`config.mk`:
```
export PLATFORM = sky130hd
export DESIGN_NAME = vintarb
export DESIGN_NICKNAME = d
export VERILOG_FILES = /design/src/rtl/vintarb_pkg.sv /design/src/rtl/vintarb_flags.sv /design/src/rtl/vintarb_rank.sv /design/src/rtl/vintarb.sv
export VERILOG_INCLUDE_DIRS = /design/src /design/src/rtl
export SDC_FILE = /design/constraint.sdc
export NUM_CORES = 1
export LEC_CHECK = 0
export BUFFER_PORTS_ARGS = -buffer_cell sky130_fd_sc_hd__buf_2
export CORE_MARGIN = 5
export CORE_UTILIZATION = 48
export DETAILED_ROUTE_END_ITERATION = 6
export GPL_TIMING_DRIVEN = 0
export PLACE_DENSITY = 0.88
export SLEW_MARGIN = 10
export SYNTH_ARGS = -nofsm -noshare
export SYNTH_HDL_FRONTEND = slang
export SYNTH_SLANG_ARGS = --single-unit
```
`constraint.sdc`:
```
create_clock -name ref_clk -period 2.05 [get_ports ref_clk]
set_clock_uncertainty 0.05 [all_clocks]
set_input_delay 0.205 -clock ref_clk [delete_from_list [all_inputs] [get_ports ref_clk]]
set_output_delay 0.205 -clock ref_clk [all_outputs]
set_load 0.05 [all_outputs]
```
`src/rtl/vintarb_cfg.svh`:
```
// vintarb_cfg.svh: constants of the vectored interrupt arbiter
// assumes a core that runs one instruction cycle per ref_clk cycle
//
// How it works
// - every acknowledgement ends by loading the program counter with 00ff hex
// - software trap ranks highest, default vector-select entry ranks lowest
// - each maskable source has enable and pending bits; events set pending
// - maskable taken only with enable, global enable and no trap pending
// - conditions checked at instruction start; best rank wins, others wait
// - reset clears all pending flags, enables and global enable
// - enabling an already pending source with global enable set takes it
// - acknowledge only at the next normal instruction start, after any skip
// - maskable acknowledge clears global enable; every acknowledge pushes return address, loads 00ff
// - the acknowledge sequence lasts seven instruction cycles
// - software setting global enable in status register allows nesting
// - return-from-irq sets global enable and pops; pending ones follow at once
// - no acknowledgement while in boot rom; global enable left alone
// - vector select jumps through the best enabled and pending source's entry
// - table at top of vector-select block, next block if at last byte
// - vector is 15 bits, high byte at the lower address
// - lowest rank at e0/e1, each rank one pair up, trap at fe/ff
// - vector select with nothing active uses the default entry
// - a maskable source is active only with enable and pending both set
// - low pc byte replaced by even slot offset, upper byte kept (plus one at last byte), then loaded
// - trap sets trap pending flag, readable in status; only clear-trap or reset clear it
`ifndef VINTARB_CFG_SVH
`define VINTARB_CFG_SVH

`define VIA_NSRC 13
`define VIA_NSLOT 16
`define VIA_AW 15
`define VIA_RAW 3
`define VIA_SVC_ADDR 15'h00ff
`define VIA_ACK_CYCLES 3'h7
`define VIA_TBL_BASE 8'he0
`define VIA_BLK_LAST 8'hff
`define VIA_TRAP_SLOT 4'hf
`define VIA_DEF_SLOT 4'h0
// register offsets
`define VIA_REG_EN_LO 3'h0
`define VIA_REG_EN_HI 3'h1
`define VIA_REG_PND_LO 3'h2
`define VIA_REG_PND_HI 3'h3
`define VIA_REG_PSR 3'h4
`define VIA_REG_STAT 3'h5
// field positions
`define VIA_PSR_GIE 0
`define VIA_STAT_TRAP 0
`define VIA_STAT_BUSY 1
`define VIA_HI_W 5

`endif

```
`src/rtl/vintarb_pkg.sv`:
```
// vintarb_pkg.sv: types of the vectored interrupt arbiter
// assumes vintarb_cfg.svh is compiled alongside
package vintarb_pkg;
  typedef enum logic [2:0] {
    VIA_IDLE,
    VIA_ACK,
    VIA_VEC_HI,
    VIA_VEC_LO,
    VIA_VEC_JMP
  } vintarb_state_t;
endpackage

```
`src/rtl/vintarb_flags.sv`:
```
// vintarb_flags.sv: bank of software-writable flags that hardware may set
// assumes one clock and asynchronous active-low reset
`timescale 1ns/1ns
`default_nettype none
`include "vintarb_cfg.svh"
module vintarb_flags
  import vintarb_pkg::*;
(
  // clock and reset
  input wire logic ref_clk,
  input wire logic rst_b,
  // hardware set and software write
  input wire logic [`VIA_NSRC-1:0] set_i,
  input wire logic [`VIA_NSRC-1:0] wr_en,
  input wire logic [`VIA_NSRC-1:0] wr_val,
  // flag state
  output logic [`VIA_NSRC-1:0] flag_q
);

  genvar i;
  generate
    for (i = 0; i < `VIA_NSRC; i = i + 1) begin : g_flag
      wire logic flag_d;
      // set wins over a same-cycle software clear
      assign flag_d = set_i[i] | (wr_en[i] ? wr_val[i] : flag_q[i]);
      always_ff @(posedge ref_clk or negedge rst_b) begin
        if (!rst_b) begin
          flag_q[i] <= 1'b0;
        end else begin
          flag_q[i] <= flag_d;
        end
      end
    end
  endgenerate

endmodule
`default_nettype wire

```
`src/rtl/vintarb_rank.sv`:
```
// vintarb_rank.sv: fixed-rank arbiter over the sixteen vector slots
// assumes slot 15 is the trap and slot 0 the default entry
`timescale 1ns/1ns
`default_nettype none
`include "vintarb_cfg.svh"
module vintarb_rank
  import vintarb_pkg::*;
(
  // requests, one per slot
  input wire logic [`VIA_NSLOT-1:0] req,
  // winning slot
  output logic [3:0] slot
);

  // highest set bit wins; none set gives the default slot
  function automatic logic [3:0] top_slot(input logic [`VIA_NSLOT-1:0] r);
    logic [3:0] s;
    s = `VIA_DEF_SLOT;
    for (int k = 0; k < `VIA_NSLOT; k++) begin
      if (r[k]) begin
        s = 4'(k);
      end
    end
    return s;
  endfunction

  assign slot = top_slot(req);

endmodule
`default_nettype wire

```
`src/rtl/vintarb.sv`:
```
// vintarb.sv: vectored interrupt arbiter top
// assumes the core signals instruction starts, vector select, return and
// trap instructions as one-cycle pulses, and answers program reads next cycle
//
// The strobed register port and the address map were decided locally.
`timescale 1ns/1ns
`default_nettype none
`include "vintarb_cfg.svh"
module vintarb
  import vintarb_pkg::*;
(
  // clock and reset
  input wire logic ref_clk,
  input wire logic rst_b,
  // register port
  input wire logic [`VIA_RAW-1:0] reg_addr,
  input wire logic [7:0] reg_wdata,
  input wire logic reg_wr,
  input wire logic reg_rd,
  output logic [7:0] reg_rdata,
  // peripheral interrupt conditions
  input wire logic [`VIA_NSRC-1:0] src_event,
  // core instruction flow
  input wire logic instr_start,
  input wire logic skip_next,
  input wire logic in_boot_rom,
  input wire logic [`VIA_AW-1:0] cur_pc,
  input wire logic trap_exec,
  input wire logic vis_exec,
  input wire logic [`VIA_AW-1:0] vis_pc,
  input wire logic return_from_irq_instruction_exec,
  input wire logic clear_trap_pending_instruction_exec,
  // stack and program counter requests
  output logic push_req,
  output logic [`VIA_AW-1:0] push_addr,
  output logic pop_req,
  output logic pc_load,
  output logic [`VIA_AW-1:0] pc_load_addr,
  output logic ack_busy,
  // program memory read for vector fetch
  output logic pm_rd_req,
  output logic [`VIA_AW-1:0] pm_rd_addr,
  input wire logic [7:0] pm_rd_data
);

  ////////////////////////////////////////////////////////////////////////
  // state
  vintarb_state_t state_q;
  logic [2:0] ack_cnt_q;
  logic gie_q;
  logic trap_pnd_q;
  logic trap_due_q;
  logic [7:0] vec_hi_q;
  logic [`VIA_AW-1:0] vec_addr_q;
  logic [`VIA_NSRC-1:0] en_q;
  logic [`VIA_NSRC-1:0] pnd_q;

  ////////////////////////////////////////////////////////////////////////
  // register decode
  wire logic wr_en_lo;
  wire logic wr_en_hi;
  wire logic wr_pnd_lo;
  wire logic wr_pnd_hi;
  wire logic wr_psr;
  wire logic [`VIA_NSRC-1:0] en_wmask;
  wire logic [`VIA_NSRC-1:0] pnd_wmask;
  wire logic [`VIA_NSRC-1:0] wr_val;
  wire logic [7:0] rd_mux;

  assign wr_en_lo = reg_wr && (reg_addr == `VIA_REG_EN_LO);
  assign wr_en_hi = reg_wr && (reg_addr == `VIA_REG_EN_HI);
  assign wr_pnd_lo = reg_wr && (reg_addr == `VIA_REG_PND_LO);
  assign wr_pnd_hi = reg_wr && (reg_addr == `VIA_REG_PND_HI);
  assign wr_psr = reg_wr && (reg_addr == `VIA_REG_PSR);
  assign en_wmask = {{`VIA_HI_W{wr_en_hi}}, {8{wr_en_lo}}};
  assign pnd_wmask = {{`VIA_HI_W{wr_pnd_hi}}, {8{wr_pnd_lo}}};
  assign wr_val = {reg_wdata[`VIA_HI_W-1:0], reg_wdata};

  assign rd_mux =
    (reg_addr == `VIA_REG_EN_LO) ? en_q[7:0] :
    (reg_addr == `VIA_REG_EN_HI) ? {3'h0, en_q[`VIA_NSRC-1:8]} :
    (reg_addr == `VIA_REG_PND_LO) ? pnd_q[7:0] :
    (reg_addr == `VIA_REG_PND_HI) ? {3'h0, pnd_q[`VIA_NSRC-1:8]} :
    (reg_addr == `VIA_REG_PSR) ? {7'h00, gie_q} :
    (reg_addr == `VIA_REG_STAT) ? {6'h00, (state_q != VIA_IDLE), trap_pnd_q} :
    8'h00;

  always_ff @(posedge ref_clk or negedge rst_b) begin
    if (!rst_b) begin
      reg_rdata <= 8'h00;
    end else begin
      reg_rdata <= reg_rd ? rd_mux : 8'h00;
    end
  end

  ////////////////////////////////////////////////////////////////////////
  // enable and pending banks
  vintarb_flags u_en (
    .ref_clk(ref_clk),
    .rst_b(rst_b),
    .set_i({`VIA_NSRC{1'b0}}),
    .wr_en(en_wmask),
    .wr_val(wr_val),
    .flag_q(en_q)
  );

  // acknowledgement never clears pending; only software does
  vintarb_flags u_pnd (
    .ref_clk(ref_clk),
    .rst_b(rst_b),
    .set_i(src_event),
    .wr_en(pnd_wmask),
    .wr_val(wr_val),
    .flag_q(pnd_q)
  );

  ////////////////////////////////////////////////////////////////////////
  // arbitration
  wire logic [`VIA_NSRC-1:0] active;
  wire logic [`VIA_NSLOT-1:0] slot_req;
  wire logic [3:0] slot;
  wire logic mask_ok;
  wire logic take_mask;
  wire logic take_now;
  wire logic take_trap;

  assign active = en_q & pnd_q;
  // slot 0 default, slots 1..13 maskable, 14 reserved, 15 trap
  assign slot_req = {trap_pnd_q, 1'b0, active, 1'b0};
  vintarb_rank u_rank (
    .req(slot_req),
    .slot(slot)
  );

  assign mask_ok = gie_q && !trap_pnd_q && (|active);
  // only at a normal instruction start, after a skip, outside boot rom
  assign take_now = instr_start && !skip_next && !in_boot_rom
                    && (state_q == VIA_IDLE);
  assign take_trap = take_now && trap_due_q;
  assign take_mask = take_now && !trap_due_q && mask_ok;

  ////////////////////////////////////////////////////////////////////////
  // vector table address
  wire logic [6:0] tbl_blk;
  wire logic [`VIA_AW-1:0] vec_hi_addr;

  // a vector select at a block's last byte uses the next block
  assign tbl_blk = (vis_pc[7:0] == `VIA_BLK_LAST) ? (vis_pc[14:8] + 7'h01)
                                                  : vis_pc[14:8];
  assign vec_hi_addr = {tbl_blk, `VIA_TBL_BASE | {3'h0, slot, 1'b0}};

  ////////////////////////////////////////////////////////////////////////
  // global enable and trap pending
  always_ff @(posedge ref_clk or negedge rst_b) begin
    if (!rst_b) begin
      gie_q <= 1'b0;
    end else if (take_mask) begin
      gie_q <= 1'b0;
    end else if (return_from_irq_instruction_exec) begin
      gie_q <= 1'b1;
    end else if (wr_psr) begin
      gie_q <= reg_wdata[`VIA_PSR_GIE];
    end
  end

  always_ff @(posedge ref_clk or negedge rst_b) begin
    if (!rst_b) begin
      trap_pnd_q <= 1'b0;
    end else if (trap_exec) begin
      trap_pnd_q <= 1'b1;
    end else if (clear_trap_pending_instruction_exec) begin
      trap_pnd_q <= 1'b0;
    end
  end

  // trap still owed an acknowledge sequence
  always_ff @(posedge ref_clk or negedge rst_b) begin
    if (!rst_b) begin
      trap_due_q <= 1'b0;
    end else if (trap_exec) begin
      trap_due_q <= 1'b1;
    end else if (take_trap) begin
      trap_due_q <= 1'b0;
    end
  end

  ////////////////////////////////////////////////////////////////////////
  // sequencer
  vintarb_state_t state_d;
  logic [2:0] ack_cnt_d;

  always_comb begin
    state_d = state_q;
    ack_cnt_d = ack_cnt_q;
    unique case (state_q)
      VIA_IDLE: begin
        if (take_trap || take_mask) begin
          state_d = VIA_ACK;
          ack_cnt_d = 3'h1;
        end else if (vis_exec) begin
          state_d = VIA_VEC_HI;
        end
      end
      VIA_ACK: begin
        ack_cnt_d = ack_cnt_q + 3'h1;
        if (ack_cnt_q == `VIA_ACK_CYCLES - 3'h1) begin
          state_d = VIA_IDLE;
          ack_cnt_d = 3'h0;
        end
      end
      VIA_VEC_HI: state_d = VIA_VEC_LO;
      VIA_VEC_LO: state_d = VIA_VEC_JMP;
      VIA_VEC_JMP: state_d = VIA_IDLE;
      default: state_d = VIA_IDLE;
    endcase
  end

  always_ff @(posedge ref_clk or negedge rst_b) begin
    if (!rst_b) begin
      state_q <= VIA_IDLE;
      ack_cnt_q <= 3'h0;
    end else begin
      state_q <= state_d;
      ack_cnt_q <= ack_cnt_d;
    end
  end

  ////////////////////////////////////////////////////////////////////////
  // stack, program counter and memory requests
  wire logic ack_done;
  wire logic vis_start;

  // fire one count early so the registered load lands in the seventh cycle
  assign ack_done = (state_q == VIA_ACK) && (ack_cnt_q == `VIA_ACK_CYCLES - 3'h2);
  assign vis_start = (state_q == VIA_IDLE) && !take_trap && !take_mask && vis_exec;

  always_ff @(posedge ref_clk or negedge rst_b) begin
    if (!rst_b) begin
      push_req <= 1'b0;
      push_addr <= '0;
      pop_req <= 1'b0;
      ack_busy <= 1'b0;
    end else begin
      push_req <= take_trap || take_mask;
      pop_req <= return_from_irq_instruction_exec;
      ack_busy <= (state_d == VIA_ACK);
      if (take_trap || take_mask) begin
        push_addr <= cur_pc;
      end
    end
  end

  always_ff @(posedge ref_clk or negedge rst_b) begin
    if (!rst_b) begin
      pc_load <= 1'b0;
      pc_load_addr <= '0;
    end else begin
      pc_load <= ack_done || (state_q == VIA_VEC_JMP);
      if (ack_done) begin
        pc_load_addr <= `VIA_SVC_ADDR;
      end else if (state_q == VIA_VEC_JMP) begin
        pc_load_addr <= {vec_hi_q[6:0], pm_rd_data};
      end
    end
  end

  // two reads: high byte first, then its successor
  always_ff @(posedge ref_clk or negedge rst_b) begin
    if (!rst_b) begin
      pm_rd_req <= 1'b0;
      pm_rd_addr <= '0;
      vec_addr_q <= '0;
    end else begin
      pm_rd_req <= vis_start || (state_q == VIA_VEC_HI);
      if (vis_start) begin
        pm_rd_addr <= vec_hi_addr;
        vec_addr_q <= vec_hi_addr;
      end else if (state_q == VIA_VEC_HI) begin
        pm_rd_addr <= vec_addr_q + 15'h0001;
      end
    end
  end

  always_ff @(posedge ref_clk or negedge rst_b) begin
    if (!rst_b) begin
      vec_hi_q <= 8'h00;
    end else if (state_q == VIA_VEC_LO) begin
      vec_hi_q <= pm_rd_data;
    end
  end

  ////////////////////////////////////////////////////////////////////////
  // checks
  a_ack_pc_load: assert property (@(posedge ref_clk) disable iff (!rst_b)
    (take_trap || take_mask) |-> ##6 (pc_load && pc_load_addr == `VIA_SVC_ADDR))
    else $error("acknowledge did not load the service address");

  a_ack_seven: assert property (@(posedge ref_clk) disable iff (!rst_b)
    (take_trap || take_mask) |=> ack_busy [*6] ##1 !ack_busy)
    else $error("acknowledge sequence length wrong");

  a_ack_gie_push: assert property (@(posedge ref_clk) disable iff (!rst_b)
    take_mask |=> (!gie_q && push_req && push_addr == $past(cur_pc)))
    else $error("acknowledge did not clear enable or push");

  a_mask_gate: assert property (@(posedge ref_clk) disable iff (!rst_b)
    (push_req && !$past(trap_due_q))
      |-> $past(gie_q && !trap_pnd_q && ((en_q & pnd_q) != '0)))
    else $error("maskable taken without qualification");

  a_no_boot_take: assert property (@(posedge ref_clk) disable iff (!rst_b)
    (in_boot_rom || skip_next || !instr_start) |=> !push_req)
    else $error("acknowledge outside a normal instruction start");

  a_pend_kept: assert property (@(posedge ref_clk) disable iff (!rst_b)
    (push_req && !$past(reg_wr)) |-> (($past(pnd_q) & ~pnd_q) == '0))
    else $error("acknowledge changed a pending flag");

  a_event_sets: assert property (@(posedge ref_clk) disable iff (!rst_b)
    (src_event != '0) |=> ((pnd_q & $past(src_event)) == $past(src_event)))
    else $error("event did not set its pending flag");

  a_trap_hold: assert property (@(posedge ref_clk) disable iff (!rst_b)
    (trap_pnd_q && !clear_trap_pending_instruction_exec) |=> trap_pnd_q)
    else $error("trap pending cleared without clear-trap");

  a_trap_vector: assert property (@(posedge ref_clk) disable iff (!rst_b)
    (vis_start && trap_pnd_q) |=> (pm_rd_req && pm_rd_addr[7:0] == 8'hfe))
    else $error("trap did not select the top slot");

  a_default_vec: assert property (@(posedge ref_clk) disable iff (!rst_b)
    (vis_start && !trap_pnd_q && (en_q & pnd_q) == '0)
      |=> (pm_rd_addr[7:0] == `VIA_TBL_BASE))
    else $error("idle vector select missed default entry");

  a_vec_jump: assert property (@(posedge ref_clk) disable iff (!rst_b)
    vis_start |=> ##3 (pc_load && pc_load_addr == {vec_hi_q[6:0], $past(pm_rd_data)}))
    else $error("vector jump target wrong");

  a_return_from_irq_instruction_gie: assert property (@(posedge ref_clk) disable iff (!rst_b)
    (return_from_irq_instruction_exec && !take_mask) |=> (gie_q && pop_req))
    else $error("return did not re-enable and pop");

  a_psr_nest: assert property (@(posedge ref_clk) disable iff (!rst_b)
    (wr_psr && reg_wdata[`VIA_PSR_GIE] && !take_mask) |=> gie_q)
    else $error("status write did not set global enable");

endmodule
`default_nettype wire

```
After elaboration in Yosys (flattened, before gate mapping). Cells that the tools add are included.

Register bits after elaboration: 114. Bits of input ports: 73. Output and inout bits: 58. Logic and storage cells: 163.

Add/subtract/negate cells: 3. Eq/ne operators: 14. Multiplexer cells: 53. Bitwise logic cells: 14. Reductions and logical operators: 37.

Operators by type and width (number): 15-bit two-way mux (4); 8-bit two-way mux (4); 4-bit two-way mux (7); 3-bit two-way mux (9); 1-bit two-way mux (21); 1-bit logical AND (17); 15-bit by 1-bit adder with 15-bit output, second input constant (1); 3-bit == test, second input constant (5); 13-bit bitwise AND (1); 1-bit bitwise OR (13); 13-bit OR reduction (1); 3-bit by 2-bit == test with 1-bit output, second input constant (4); 3-bit one-hot mux with 4 select lines (1); 2-bit nonzero test (5); 3-bit by 1-bit == test with 1-bit output, second input constant (3); 8-bit == test, second input constant (1); 2-bit two-way mux (4); 7-bit by 1-bit adder with 7-bit output, second input constant (1); 7-bit two-way mux (1); 1-bit zero test (6); 3-bit zero test (2); 3-bit one-hot mux with 2 select lines (1); 3-bit nonzero test (2); 5-bit two-way mux (1); 4 further kinds (6).

Depth between registers and ports, before layout. Gate-level depths: netlist (run 1).

Depth after elaboration: 16. Mapped depth: 7. Mapped depth without buffers: 6.

By module. From an unflattened synthesis (run 1), not the netlist that was laid out.

Cell total of the unflattened synthesis: 448. Area total of the unflattened synthesis: 5087.4 um2.

Modules (own cells, without submodules): vintarb (instances 1, cells each 345, area each 3905.0 um2, seq. area each 2102.0 um2); vintarb_flags (instances 2, cells each 39, area each 520.5 um2, seq. area each 325.3 um2); vintarb_rank (instances 1, cells each 25, area each 141.4 um2, seq. area each 0.0 um2).

Worst setup path after synthesis (run 1). OpenSTA, ideal clock, no wires.

Path type: register to register. Start: reg u_en.flag_q[0]. End: reg push_addr[10]. Setup time: 0.125 ns. Data arrival time: 1.870 ns. Setup slack: 0.005 ns. Cell stages (with the launch flop): 8. Period minus slack after synthesis: 2.045 ns. Cells stage by stage: dfrtp_1 a222oi_1 nand3_1 nor4_4 or2_4 inv_6 buf_12 mux2_4.

Longest elaborated chain between the ends: 5.

RTL lines: start, declared (line vintarb_flags.sv:17) `` output logic [`VIA_NSRC-1:0] flag_q ``; start signal, assigned by index (line vintarb_flags.sv:30) `flag_q[i] <= flag_d;`; 13-bit bitwise AND (line vintarb.sv:127) `assign active = en_q & pnd_q;`; 13-bit OR reduction (line vintarb.sv:135) `assign mask_ok = gie_q && !trap_pnd_q && (|active);`; 1-bit logical AND (line vintarb.sv:135); 1-bit logical AND (line vintarb.sv:140) `assign take_mask = take_now && !trap_due_q && mask_ok;`; 1-bit logical OR (line vintarb.sv:247) `if (take_trap || take_mask) begin`; end signal, assigned (line vintarb.sv:248) `push_addr <= cur_pc;`; end, declared (line vintarb.sv:35) `` output logic [`VIA_AW-1:0] push_addr, ``.

No other way between the ends. A chain may end at the register's enable or synchronous reset.

Final worst setup path (run 1).
Start: reg u_pnd.flag_q[7]. End: reg push_addr[8].

Longest elaborated chain between the ends: 5.

RTL lines (line): start, declared (vintarb_flags.sv:17); start signal, assigned by index (vintarb_flags.sv:30); 13-bit bitwise AND (vintarb.sv:127); 13-bit OR reduction (vintarb.sv:135); 1-bit logical AND (vintarb.sv:135); 1-bit logical AND (vintarb.sv:140); 1-bit logical OR (vintarb.sv:247).

No other way between the ends.

==> reports/results.ini, run 1 <==
[status]
status = finished, final reports clean

[critical_path]
cp-end-kind = flop
crit_type = reg -> reg
cp_data_required_time_ns = 2.27
critPathMaxFanout = 5
critPathLaunchType = flop
reg2reg_from = u_pnd.flag_q[7]
reg2reg_slack_ns = 0.02
arrival_ns = 2.25
ff2ff_path_depth = 7
timing.rr.end = push_addr[8]

[placed_design]
hpwlAfterDp_um = 8810
gp_congestion = 0.874
port_buffers = 129
place_ws_ns = -0.488

[routing]
antenna_left = 0
post_drt_wl_per_cell_um = 16.2
wirelength_um = 12600
drc_errors = 0
vias = 4099
initialDrtViolationCount = 313
post_drt_via_cell_ratio = 5.28
first_pass_iters = 5

[sta]
setup_viol = 0
worst_pin_slew_ns = 0.816
max_freq_ghz = 0.492
fin_crit_ns = 2.03
maxSlewViolCount = 0
hold_viol = 0
setup_slack_ns = 0.0188
maxSlewHeadroom_pct = 45.2
rsz0062_at_grt = yes
period_share_pct = 99.1

[floorplanning]
start_util_pct = 48.5
placementRows = 37
core_mm2 = 0.0102
die_h_um = 111
io-pin-count = 131
dieWidth_um = 111
die-area_mm2 = 0.0124

[synthesis]
synth.distinct_cells = 49
synth_cells = 447
synth_seq_cells = 110
yosys_warnings = 0
synth_nets = 521
netlist.area_leader.share_pct = 55.7
post-synth-top-area-cell = dfrtp_1
syn_area_mm2 = 0.00494
synth_area_leaders = dfrtp_1 56%, mux2i_1 8.9%, nand2_1 6.5%
syn_avg_cell_area_um2 = 11.1
ys_seq_area_share_pct = 55.7

[global_routing]
grt_pass1_wl_um = 20700
grt_pass1_vias = 4237
antenna_found_initial = 0
grt_overflow = 0
grtUsageTotal_pct = 20.5
grt_max_degree = 65

[clock_network]
path_clk_slew_ns = 0.10
cts.sinks = 110
cts-root-buf = clkbuf_8
h-tree-depth = 3
clk-insertion-delay-late_ns = 0.37
cts_made_buffers = 9
cts_tree = done
clk_path_buf_depth = 2

[worst_hold_path]
hold_path_class = in -> reg
min_from = cur_pc[6]
hold_depth = 2
hold_end = push_addr[6]

[final_layout]
nNetsFinal = 709
drive_gt1_share_pct = 32.8
area_growth_pct = 32.5
antenna_cells = 0
fillCellCount = 787

[power]
p_leak_nw = 3.34
vdd_drop_max_mv = 0.714
p_per_area_mw_per_mm2 = 1380
power_mw = 9.05

[flow_run]
maxCapViolCount = 0

-- registers in the layout, indices dropped and copies added (netlist names), 3 cells and up --
register      cells
reg_rdata         8
u_pnd.flag_q     13
pm_rd_addr       13
u_en.flag_q      13
push_addr        15
pc_load_addr     15
vec_addr_q       12
vec_hi_q          7
ack_cnt_q         3
state_q           3
-- area by class of cell --
type | count | area (um2) | area share [%]
Timing Repair Buffer | 177 | 1130 | 17.2
Buffer | 16 | 96.3 | 1.47
Clock inverter | 5 | 104 | 1.58
Tap cell | 136 | 170 | 2.60
Sequential cell | 110 | 2750 | 42.0
Multi-Input combinational cell | 298 | 2050 | 31.3
Timing Repair inverter | 1 | 6.26 | 0.0955
Inverter | 22 | 90.1 | 1.37
Clock buffer | 11 | 151 | 2.31
-- worst max-delay path, stage by stage (launching register included) --
cell and delay, ns:
dfrtp_1 0.44, a22o_1 0.24, nand3b_1 0.22, nor4_4 0.29, or2_4 0.22, inv_8 0.05, clkbuf_16 0.14, mux2_4 0.29
-- layer usage --
| layer | share of wire (%) | vias up | track usage (%) | routed length [um] |
|---|---|---|---|---|
| li1 | - | 1922 | - | - |
| met1 | 39 | 1983 | 24.5 | 4950 |
| met2 | 52 | 155 | 35.5 | 6530 |
| met3 | 5.1 | 39 | 3.97 | 636 |
| met4 | 3.5 | 0 | 9.65 | 443 |
| met5 | 0 | - | 0 | 0 |
-- power breakdown --
part	switching (mW)	internal [mW]	leakage, nW
logic	2.74	1.33	1.94
registers	0.474	2.91	1.27
clock network	0.717	0.881	0.130
-- through the flow --
| step | area [um2] | TNS [ns] | cells | utilization, % | hold slack [ns] |
|---|---|---|---|---|---|
| 3_5_place_dp | 5790 | -14.73 | 713 | 56.9 | 0.112 |
| 5_1_grt | 6550 | -0.569 | 776 | 64.3 | 0.000416 |
| 2_1_floorplan | 4940 | 0 | 447 | - | -0.141 |
| 4_1_cts | 6440 | 0 | 766 | 63.2 | 0.000982 |
| 6_report | 6550 | 0 | 776 | 64.3 | 0.0161 |
| 3_3_place_gp | 5760 | -58.24 | 712 | 56.5 | 0.305 |
-- layout by cell type, fill, tap and decap left out, types with 3 or more instances in the layout --
cell and count:
dlygate4sd3_1 31, inv_1 20, and2_1 3, mux2_2 20, nand2b_1 4, mux2i_1 44
o21ai_0 7, nor2b_1 3, a211o_1 5, dfrtp_1 109, buf_2 129, nor2_1 23
nand3b_1 10, mux2_4 8, nand4_1 5, and3_1 4, nand2_1 86, xor2_1 5
a22o_1 4, o221ai_1 3, buf_4 18, o211ai_1 3, bufinv_16 3, clkbuf_8 11
nand3_1 11, a21oi_1 15, clkbuf_1 9
-- how the worst max path moves through the flow --
stage,startpoint,endpoint,slack (ns)
finish,u_pnd.flag_q[7],push_addr[8],0.02
global route,u_en.flag_q[0],push_addr[8],-0.05
CTS,u_en.flag_q[0],push_addr[12],0.003
detailed placement,state_q[1],vec_addr_q[2],-0.49
global placement,state_q[1],pm_rd_addr[9],-0.48
floorplan,u_en.flag_q[0],push_addr[10],0.005
-- what timing repair did --
| item | in CTS | in global routing |
|---|---|---|
| cloned | 0 | 2 |
| hold endpoints to repair | 75 | 2 |
| pin swaps | 5 | 0 |
| hold buffers | 29 | 2 |
| buffers inserted | 8 | 7 |
| resized for setup | 8 | 5 |
| setup endpoints to repair | 44 | 28 |
-- synthesized netlist by cell type, drive strengths merged --
master and count:
a211o 5, a211oi 2, a21boi 2, a21o 2, a21oi 15, a221oi 1, a222oi 1, a22o 4
a22oi 3, a31oi 2, a32o 1, a32oi 2, and2 3, and3 4, buf 7, clkbuf 10
clkinv 1, dfrtp 110, ha 1, inv 21, mux2 28, mux2i 44, nand2 86, nand2b 4
nand3 12, nand3b 10, nand4 5, nand4b 1, nor2 24, nor2b 3, nor3 3, nor4 1
o211ai 3, o21ai 9, o21bai 2, o221ai 3, o32a 1, or2 1, or3 2, or3b 1
or4b 1, xnor2 1, xor2 5
-- kinds of logic (layout without fill, tap and decap cells) --
logic type | Yosys count | after routing | share of synthesized area [%]
buf+inv | 39 | 232 | 3.70
fa+ha+maj | 1 | 1 | 0.253
flops | 110 | 110 | 55.7
xor+xnor | 6 | 6 | 1.06
mux | 72 | 72 | 15.9
compound gates | 58 | 58 | 8.15
simple gates | 161 | 161 | 15.3
Note: power is estimated with default switching activity, not from simulation.
==> inputs of run 2 (changes only) <==
- PLACE_DENSITY: 0.88 -> 0.87
- SYNTH_HIERARCHICAL: unset -> 1
==> reports/results.ini, run 2 <==
[synthesis]
synth_fa_ha_area_share_pct = 0.246
synth_area_leaders = dfrtp_1 54%, mux2_2 6.9%, nand2_1 4.8%
post-synth-top-area-cell = dfrtp_1
syn_avg_cell_area_um2 = 11.4
synth_top_family_by_area = simple AND/OR/NAND/NOR gates
synth_seq_cells = 110
synthMuxAreaShare_pct = 12.8
synth_edf_count = 0
ys.flop_type = dfrtp_1
syn_area_mm2 = 0.00509
synth_cells = 448
netlist.area_leader.share_pct = 54.1
synth-compound-area-share_pct = 11.5
ys_seq_area_share_pct = 54.1
async_flop_share_pct = 100
synth_simple_gate_area_share_pct = 17.7
yosys_warnings = 6
synth_xor_xnor_area_share_pct = 1.03
synth.distinct_cells = 59
synth_most_common_cell = dfrtp_1
synth_common_cells = 110 x dfrtp_1, 65 x nand2_1, 31 x mux2_2

[global_routing]
grtUsageTotal_pct = 20.3
grt_max_degree = 75
antenna_found_initial = 0
grt_pass1_vias = 4381
grt_pass1_wl_um = 21000
grt_overflow = 0

[critical_path]
reg2reg_from = u_pnd/flag_q[10]
path_common_cell = buf_12
worstSetupStartpoint = u_pnd/flag_q[10]
critPathMaxFanout = 5
slowest_delay_ns = 0.52
cp_cell_sequence = a222oi_1 > or4b_4 > or4_4 > o211ai_4 > buf_12 > buf_12 > mux2_4
critPathLaunchType = flop
cp-end-kind = flop
arrival_ns = 2.91
cp_slowest_cell = or4b_4
cp_data_required_time_ns = 2.26
crit_type = reg -> reg

[floorplanning]
die-area_mm2 = 0.0128
core_mm2 = 0.0103
dieWidth_um = 113
die_h_um = 113
io-pin-count = 131
placementRows = 37
start_util_pct = 49.3

[clock_network]
clk-insertion-delay-late_ns = 0.37
h-tree-depth = 3
path_clk_slew_ns = 0.11
cts-root-buf = clkbuf_8
cts_made_buffers = 9
cts_tree = done
cts.sinks = 110
clk_path_buf_depth = 2

[final_layout]
seq_area_mm2 = 0.00275
nNetsFinal = 732
area_growth_pct = 33.7
drive_gt1_share_pct = 34.7
instances_no_fill = 799
stdcell_area_mm2 = 0.00680
layout_common_cells = 130 x buf_2, 110 x dfrtp_1, 64 x nand2_1
fillCellCount = 783
final_common_cell = buf_2
antenna_cells = 0
reg_top3 = pc_load_addr (15), push_addr (15)
multi_input_area_mm2 = 0.00233

[placed_design]
gp_congestion = 0.864
place_ws_ns = -0.604
dp_cells = 732
dpl-instance-area_mm2 = 0.00605
hpwlAfterDp_um = 8990
port_buffers = 130

[power]
p_leak_nw = 3.14
netSwitchingPower_mw = 3.71
p_int_mw = 4.65
p_seq_share_pct = 38.4
power_mw = 8.36
p_clk_share_pct = 14.9
p_per_area_mw_per_mm2 = 1230
netSwitchingFraction_pct = 44.4
p_comb_share_pct = 46.7
vdd_drop_max_mv = 0.944

[flow_run]
maxCapViolCount = 0

[routing]
wirelength_um = 12800
drc_errors = 0
initialDrtViolationCount = 255
antenna_left = 0
route.met3.wl_um = 763
wl_met1_um = 4990
post_drt_via_cell_ratio = 5.21
vias = 4166
post_drt_wl_per_cell_um = 16.1
highest_layer = met4
first_pass_iters = 4
met2_length_um = 6910

[sta]
setup_viol = 49
max_freq_ghz = 0.371
period_share_pct = 131
fin_crit_ns = 2.69
worst_pin_slew_ns = 0.659
maxSlewViolCount = 0
hold_viol = 0
maxSlewHeadroom_pct = 55.9
tns_ns = -25.44
setup_slack_ns = -0.645
rsz0062_at_grt = yes

[worst_hold_path]
hold_path_class = in -> reg
min_from = pm_rd_data[1]

[status]
failed_checks = setup timing
status = finished, violations left

[run 2: changes by cell type after synthesis, moves of 11 or more]
cell,before,now
mux2_2,20,31
nand2_1,86,65
and2_1,3,15
inv_1,20,9
a211o_1,5,26
mux2i_1,44,13
nor2b_1,3,30
[run 2: what timing repair did]
item,CTS,global route
hold buffers,32,4
buffers inserted,10,5
hold endpoints to repair,66,4
pin swaps,2,2
resized for setup,4,13
cloned,1,0
endpoints found under the setup margin,49,63
[run 2: critical path: cells and delay by family (launching register included)]
kind / cells / cell delay, ns
compound gates: 2 / 0.58
flops: 1 / 0.42
simple gates: 2 / 0.96
buf+inv: 2 / 0.27
mux: 1 / 0.29
[run 2: layer usage]
| metal | track usage, % | up-vias |
|---|---|---|
| li1 | - | 1987 |
| met1 | 23.8 | 2035 |
| met2 | 37.3 | 128 |
| met3 | 4.17 | 16 |
| met4 | 6.17 | 0 |
| met5 | 0 | - |
[run 2: cell families after synthesis]
logic type,count (synthesis)
adder cells (fa/ha/maj),1
other,1
XOR/XNOR,6
AND/OR/NAND/NOR,175
flip-flops,110
AO/OA/AOI/OAI,74
multiplexers,56
buffers and inverters,25
[run 2: cell type report]
class	count	share of cell area, %
clock buffer	9	1.82
clock inverter	7	0.920
tap	136	2.50
inverter	10	0.552
multi-input combinational	329	34.3
sequential	110	40.5
timing repair buffer	183	17.7
buffer	15	1.67
[run 2: power by group through the flow]
stage	clock (mW)	combinational [mW]	sequential [mW]
3_3_place_gp	0	3.60	3.19
4_1_cts	1.30	3.84	3.20
3_5_place_dp	0	3.71	3.23
5_1_grt	1.39	4.15	3.29
2_1_floorplan	0	1.35	4.66
6_report	1.25	3.90	3.21
[run 2: path summary, 6_finish.rpt]
check / slack [ns] / endpoint / depth (start not counted)
setup / recovery: -0.64 / push_addr[11] / 7
hold / removal: 0.02 / vec_hi_q[1] / 3
setup reg to reg: -0.64 / push_addr[11] / 7
hold reg to reg: 0.43 / vec_addr_q[7] / 1
max in group asynchronous: 1.04 / reg_rdata[3] / 3
min in group asynchronous: 0.25 / push_addr[6] / 2
[run 2: metrics by stage]
| step | util, % | hold WS (ns) |
|---|---|---|
| final | 65.9 | 0.0188 |
| after global routing | 65.9 | 0.00668 |
| after CTS | 64.8 | 0.000125 |
| after detailed placement | 58.6 | 0.0808 |
| after global placement | 58.2 | 0.305 |
| after floorplan | - | -0.141 |
==> inputs of run 3 (changes only) <==
- ABC_AREA: unset -> 1
- CORE_UTILIZATION: 48 -> 49
- GPL_ROUTABILITY_DRIVEN: unset -> 0
- PLACE_DENSITY: 0.87 -> 0.88
==> reports/results.ini, run 3 <==
[final_layout]
fillCellCount = 931
antenna_cells = 0
reg_top3 = pc_load_addr (15), push_addr (15)
drive_gt1_share_pct = 26.3
area_growth_pct = 25.6
layout_common_cells = 207 x nand2_1, 134 x buf_2, 132 x inv_1
seq_area_mm2 = 0.00275
multi_input_area_mm2 = 0.00222
nNetsFinal = 949
final_common_cell = nand2_1

[routing]
initialDrtViolationCount = 416
antenna_left = 0
post_drt_via_cell_ratio = 4.91
drc_errors = 0
vias = 5010
first_pass_iters = 5
post_drt_wl_per_cell_um = 13.3
wirelength_um = 13600

[clock_network]
cts-root-buf = clkbuf_16
clk_path_buf_depth = 2
clk-insertion-delay-late_ns = 0.36
cts.sinks = 110
path_clk_slew_ns = 0.09
postCtsSetupRepairBufs = 0
h-tree-depth = 3
cts_made_buffers = 9
cts_tree = done

[power]
vdd_drop_max_mv = 1.26
p_leak_nw = 3.71
p_clk_share_pct = 19.4
power_mw = 9.12
p_comb_share_pct = 45.4
netSwitchingFraction_pct = 47.2
netSwitchingPower_mw = 4.30
p_int_mw = 4.82
p_seq_share_pct = 35.2
p_per_area_mw_per_mm2 = 1310

[critical_path]
critPathLaunchType = flop
arrival_ns = 1.95
cp_data_required_time_ns = 2.24
crit_type = reg -> reg
cp-end-kind = flop
critPathMaxFanout = 10
timing.rr.end = pc_load_addr[13]
reg2reg_from = state_q[2]
ff2ff_path_depth = 7
reg2reg_slack_ns = 0.29
endpoint = pc_load_addr[13]
worstSetupStartpoint = state_q[2]

[worst_hold_path]
hold_path_class = in -> reg

[floorplanning]
die-area_mm2 = 0.0136
dieWidth_um = 116
start_util_pct = 50.5
die_h_um = 116
core_mm2 = 0.0110
placementRows = 38
io-pin-count = 131

[global_routing]
grt_pass1_wl_um = 22700
grt_overflow = 0
grt_pass1_vias = 4841
grtUsageTotal_pct = 21.2
antenna_found_initial = 0
grt_max_degree = 81

[synthesis]
synth_cells = 700
synth_xor_xnor_area_share_pct = 0.316
async_flop_share_pct = 100
ys_seq_area_share_pct = 49.6
netlist.area_leader.share_pct = 49.6
synth_fa_ha_area_share_pct = 0.225
yosys_warnings = 6
synth_simple_gate_area_share_pct = 33.0
synth-compound-area-share_pct = 5.32
syn_area_mm2 = 0.00555
synthMuxAreaShare_pct = 0
synth.distinct_cells = 34
synth_top_family_by_area = simple AND/OR/NAND/NOR gates
synth_most_common_cell = nand2_1
ys.flop_type = dfrtp_1
synth_edf_count = 0
synth_area_leaders = dfrtp_1 50%, nand2_1 14%, inv_1 8.9%
synth_seq_cells = 110
synth_common_cells = 207 x nand2_1, 132 x inv_1, 110 x dfrtp_1
post-synth-top-area-cell = dfrtp_1
syn_avg_cell_area_um2 = 7.93

[placed_design]
hpwlAfterDp_um = 9810
place_ws_ns = -0.130
port_buffers = 129

[sta]
rsz0062_at_grt = no
hold_viol = 0
hold_ws_ns = 0.00737
fin_crit_ns = 1.76
maxSlewHeadroom_pct = 25.6
setup_viol = 0
worst_pin_slew_ns = 1.11
maxSlewViolCount = 0
max_freq_ghz = 0.568
tns_ns = 0
period_share_pct = 85.8
setup_slack_ns = 0.290

[flow_run]
maxCapViolCount = 0

[status]
status = finished, final reports clean

==> run 3: metrics by stage <==
stage               cells  util (%)  cell area (um2)
global placement      983      58.5             6420
global route         1020      63.5             6970
detailed placement    984      58.8             6460
CTS                  1020      63.4             6970
floorplan             714         -             5600
finish               1020      63.5             6970
==> run 3: kinds of logic (layout without fill, tap and decap cells) <==
family,count (synthesis),count (layout)
adders and majority gates,1,1
other,1,15
xor gates and xnor gates,2,2
DFF,110,110
buffers and inverters,157,323
AOI/OAI and AO/OA,56,56
and+or+nand+nor,373,373
==> run 3: cell type report <==
type                       instances  area share (%)
buffer                            16            1.51
tap                              140            2.51
sequential                       110            39.5
multi-input combinational        447            31.8
timing repair buffer             150            12.6
clock buffer                       9            3.23
inverter                         141            7.61
clock inverter                     7            1.20
==> run 3: how the worst min path moves through the flow <==
stage | from | end | slack, ns | cells after the start
after CTS | src_event[6] | u_pnd/flag_q[6] | 0.001 | 3
after floorplan | rst_b | ack_busy | -0.14 | 0
after global placement | return_from_irq_instruction_exec | pop_req | 0.28 | 1
final | src_event[6] | u_pnd/flag_q[6] | 0.007 | 3
after detailed placement | rst_b | pc_load_addr[2] | 0.05 | 1
after global routing | src_event[6] | u_pnd/flag_q[6] | 0.004 | 3
==> run 3: power by group through the flow <==
stage | Clock [mW] | Combinational (mW) | Sequential (mW)
finish | 1.77 | 4.15 | 3.21
global route | 1.89 | 4.50 | 3.29
CTS | 1.80 | 4.18 | 3.21
global placement | 0 | 4.03 | 3.21
floorplan | 0 | 1.47 | 4.83
detailed placement | 0 | 4.12 | 3.25
==> run 3: repair_timing <==
action	in CTS	in global routing
resized for setup	0	0
endpoints found under the hold margin	49	0
hold buffers	20	0
==> run 3: critical path, cell delays in order, from the launching register on <==
cell and delay (ns):
dfrtp_1 0.41, inv_1 0.15, nand3_1 0.19, inv_1 0.13
nand3_1 0.25, buf_2 0.30, nand3_1 0.08, o21ai_0 0.08
==> run 3: per-layer routing <==
| metal | GRT usage [%] | wire length (um) |
|---|---|---|
| met1 | 27.5 | 5580 |
| met3 | 4.30 | 816 |
| met2 | 35.0 | 6820 |
| met4 | 8.43 | 379 |
| met5 | 0 | 0 |
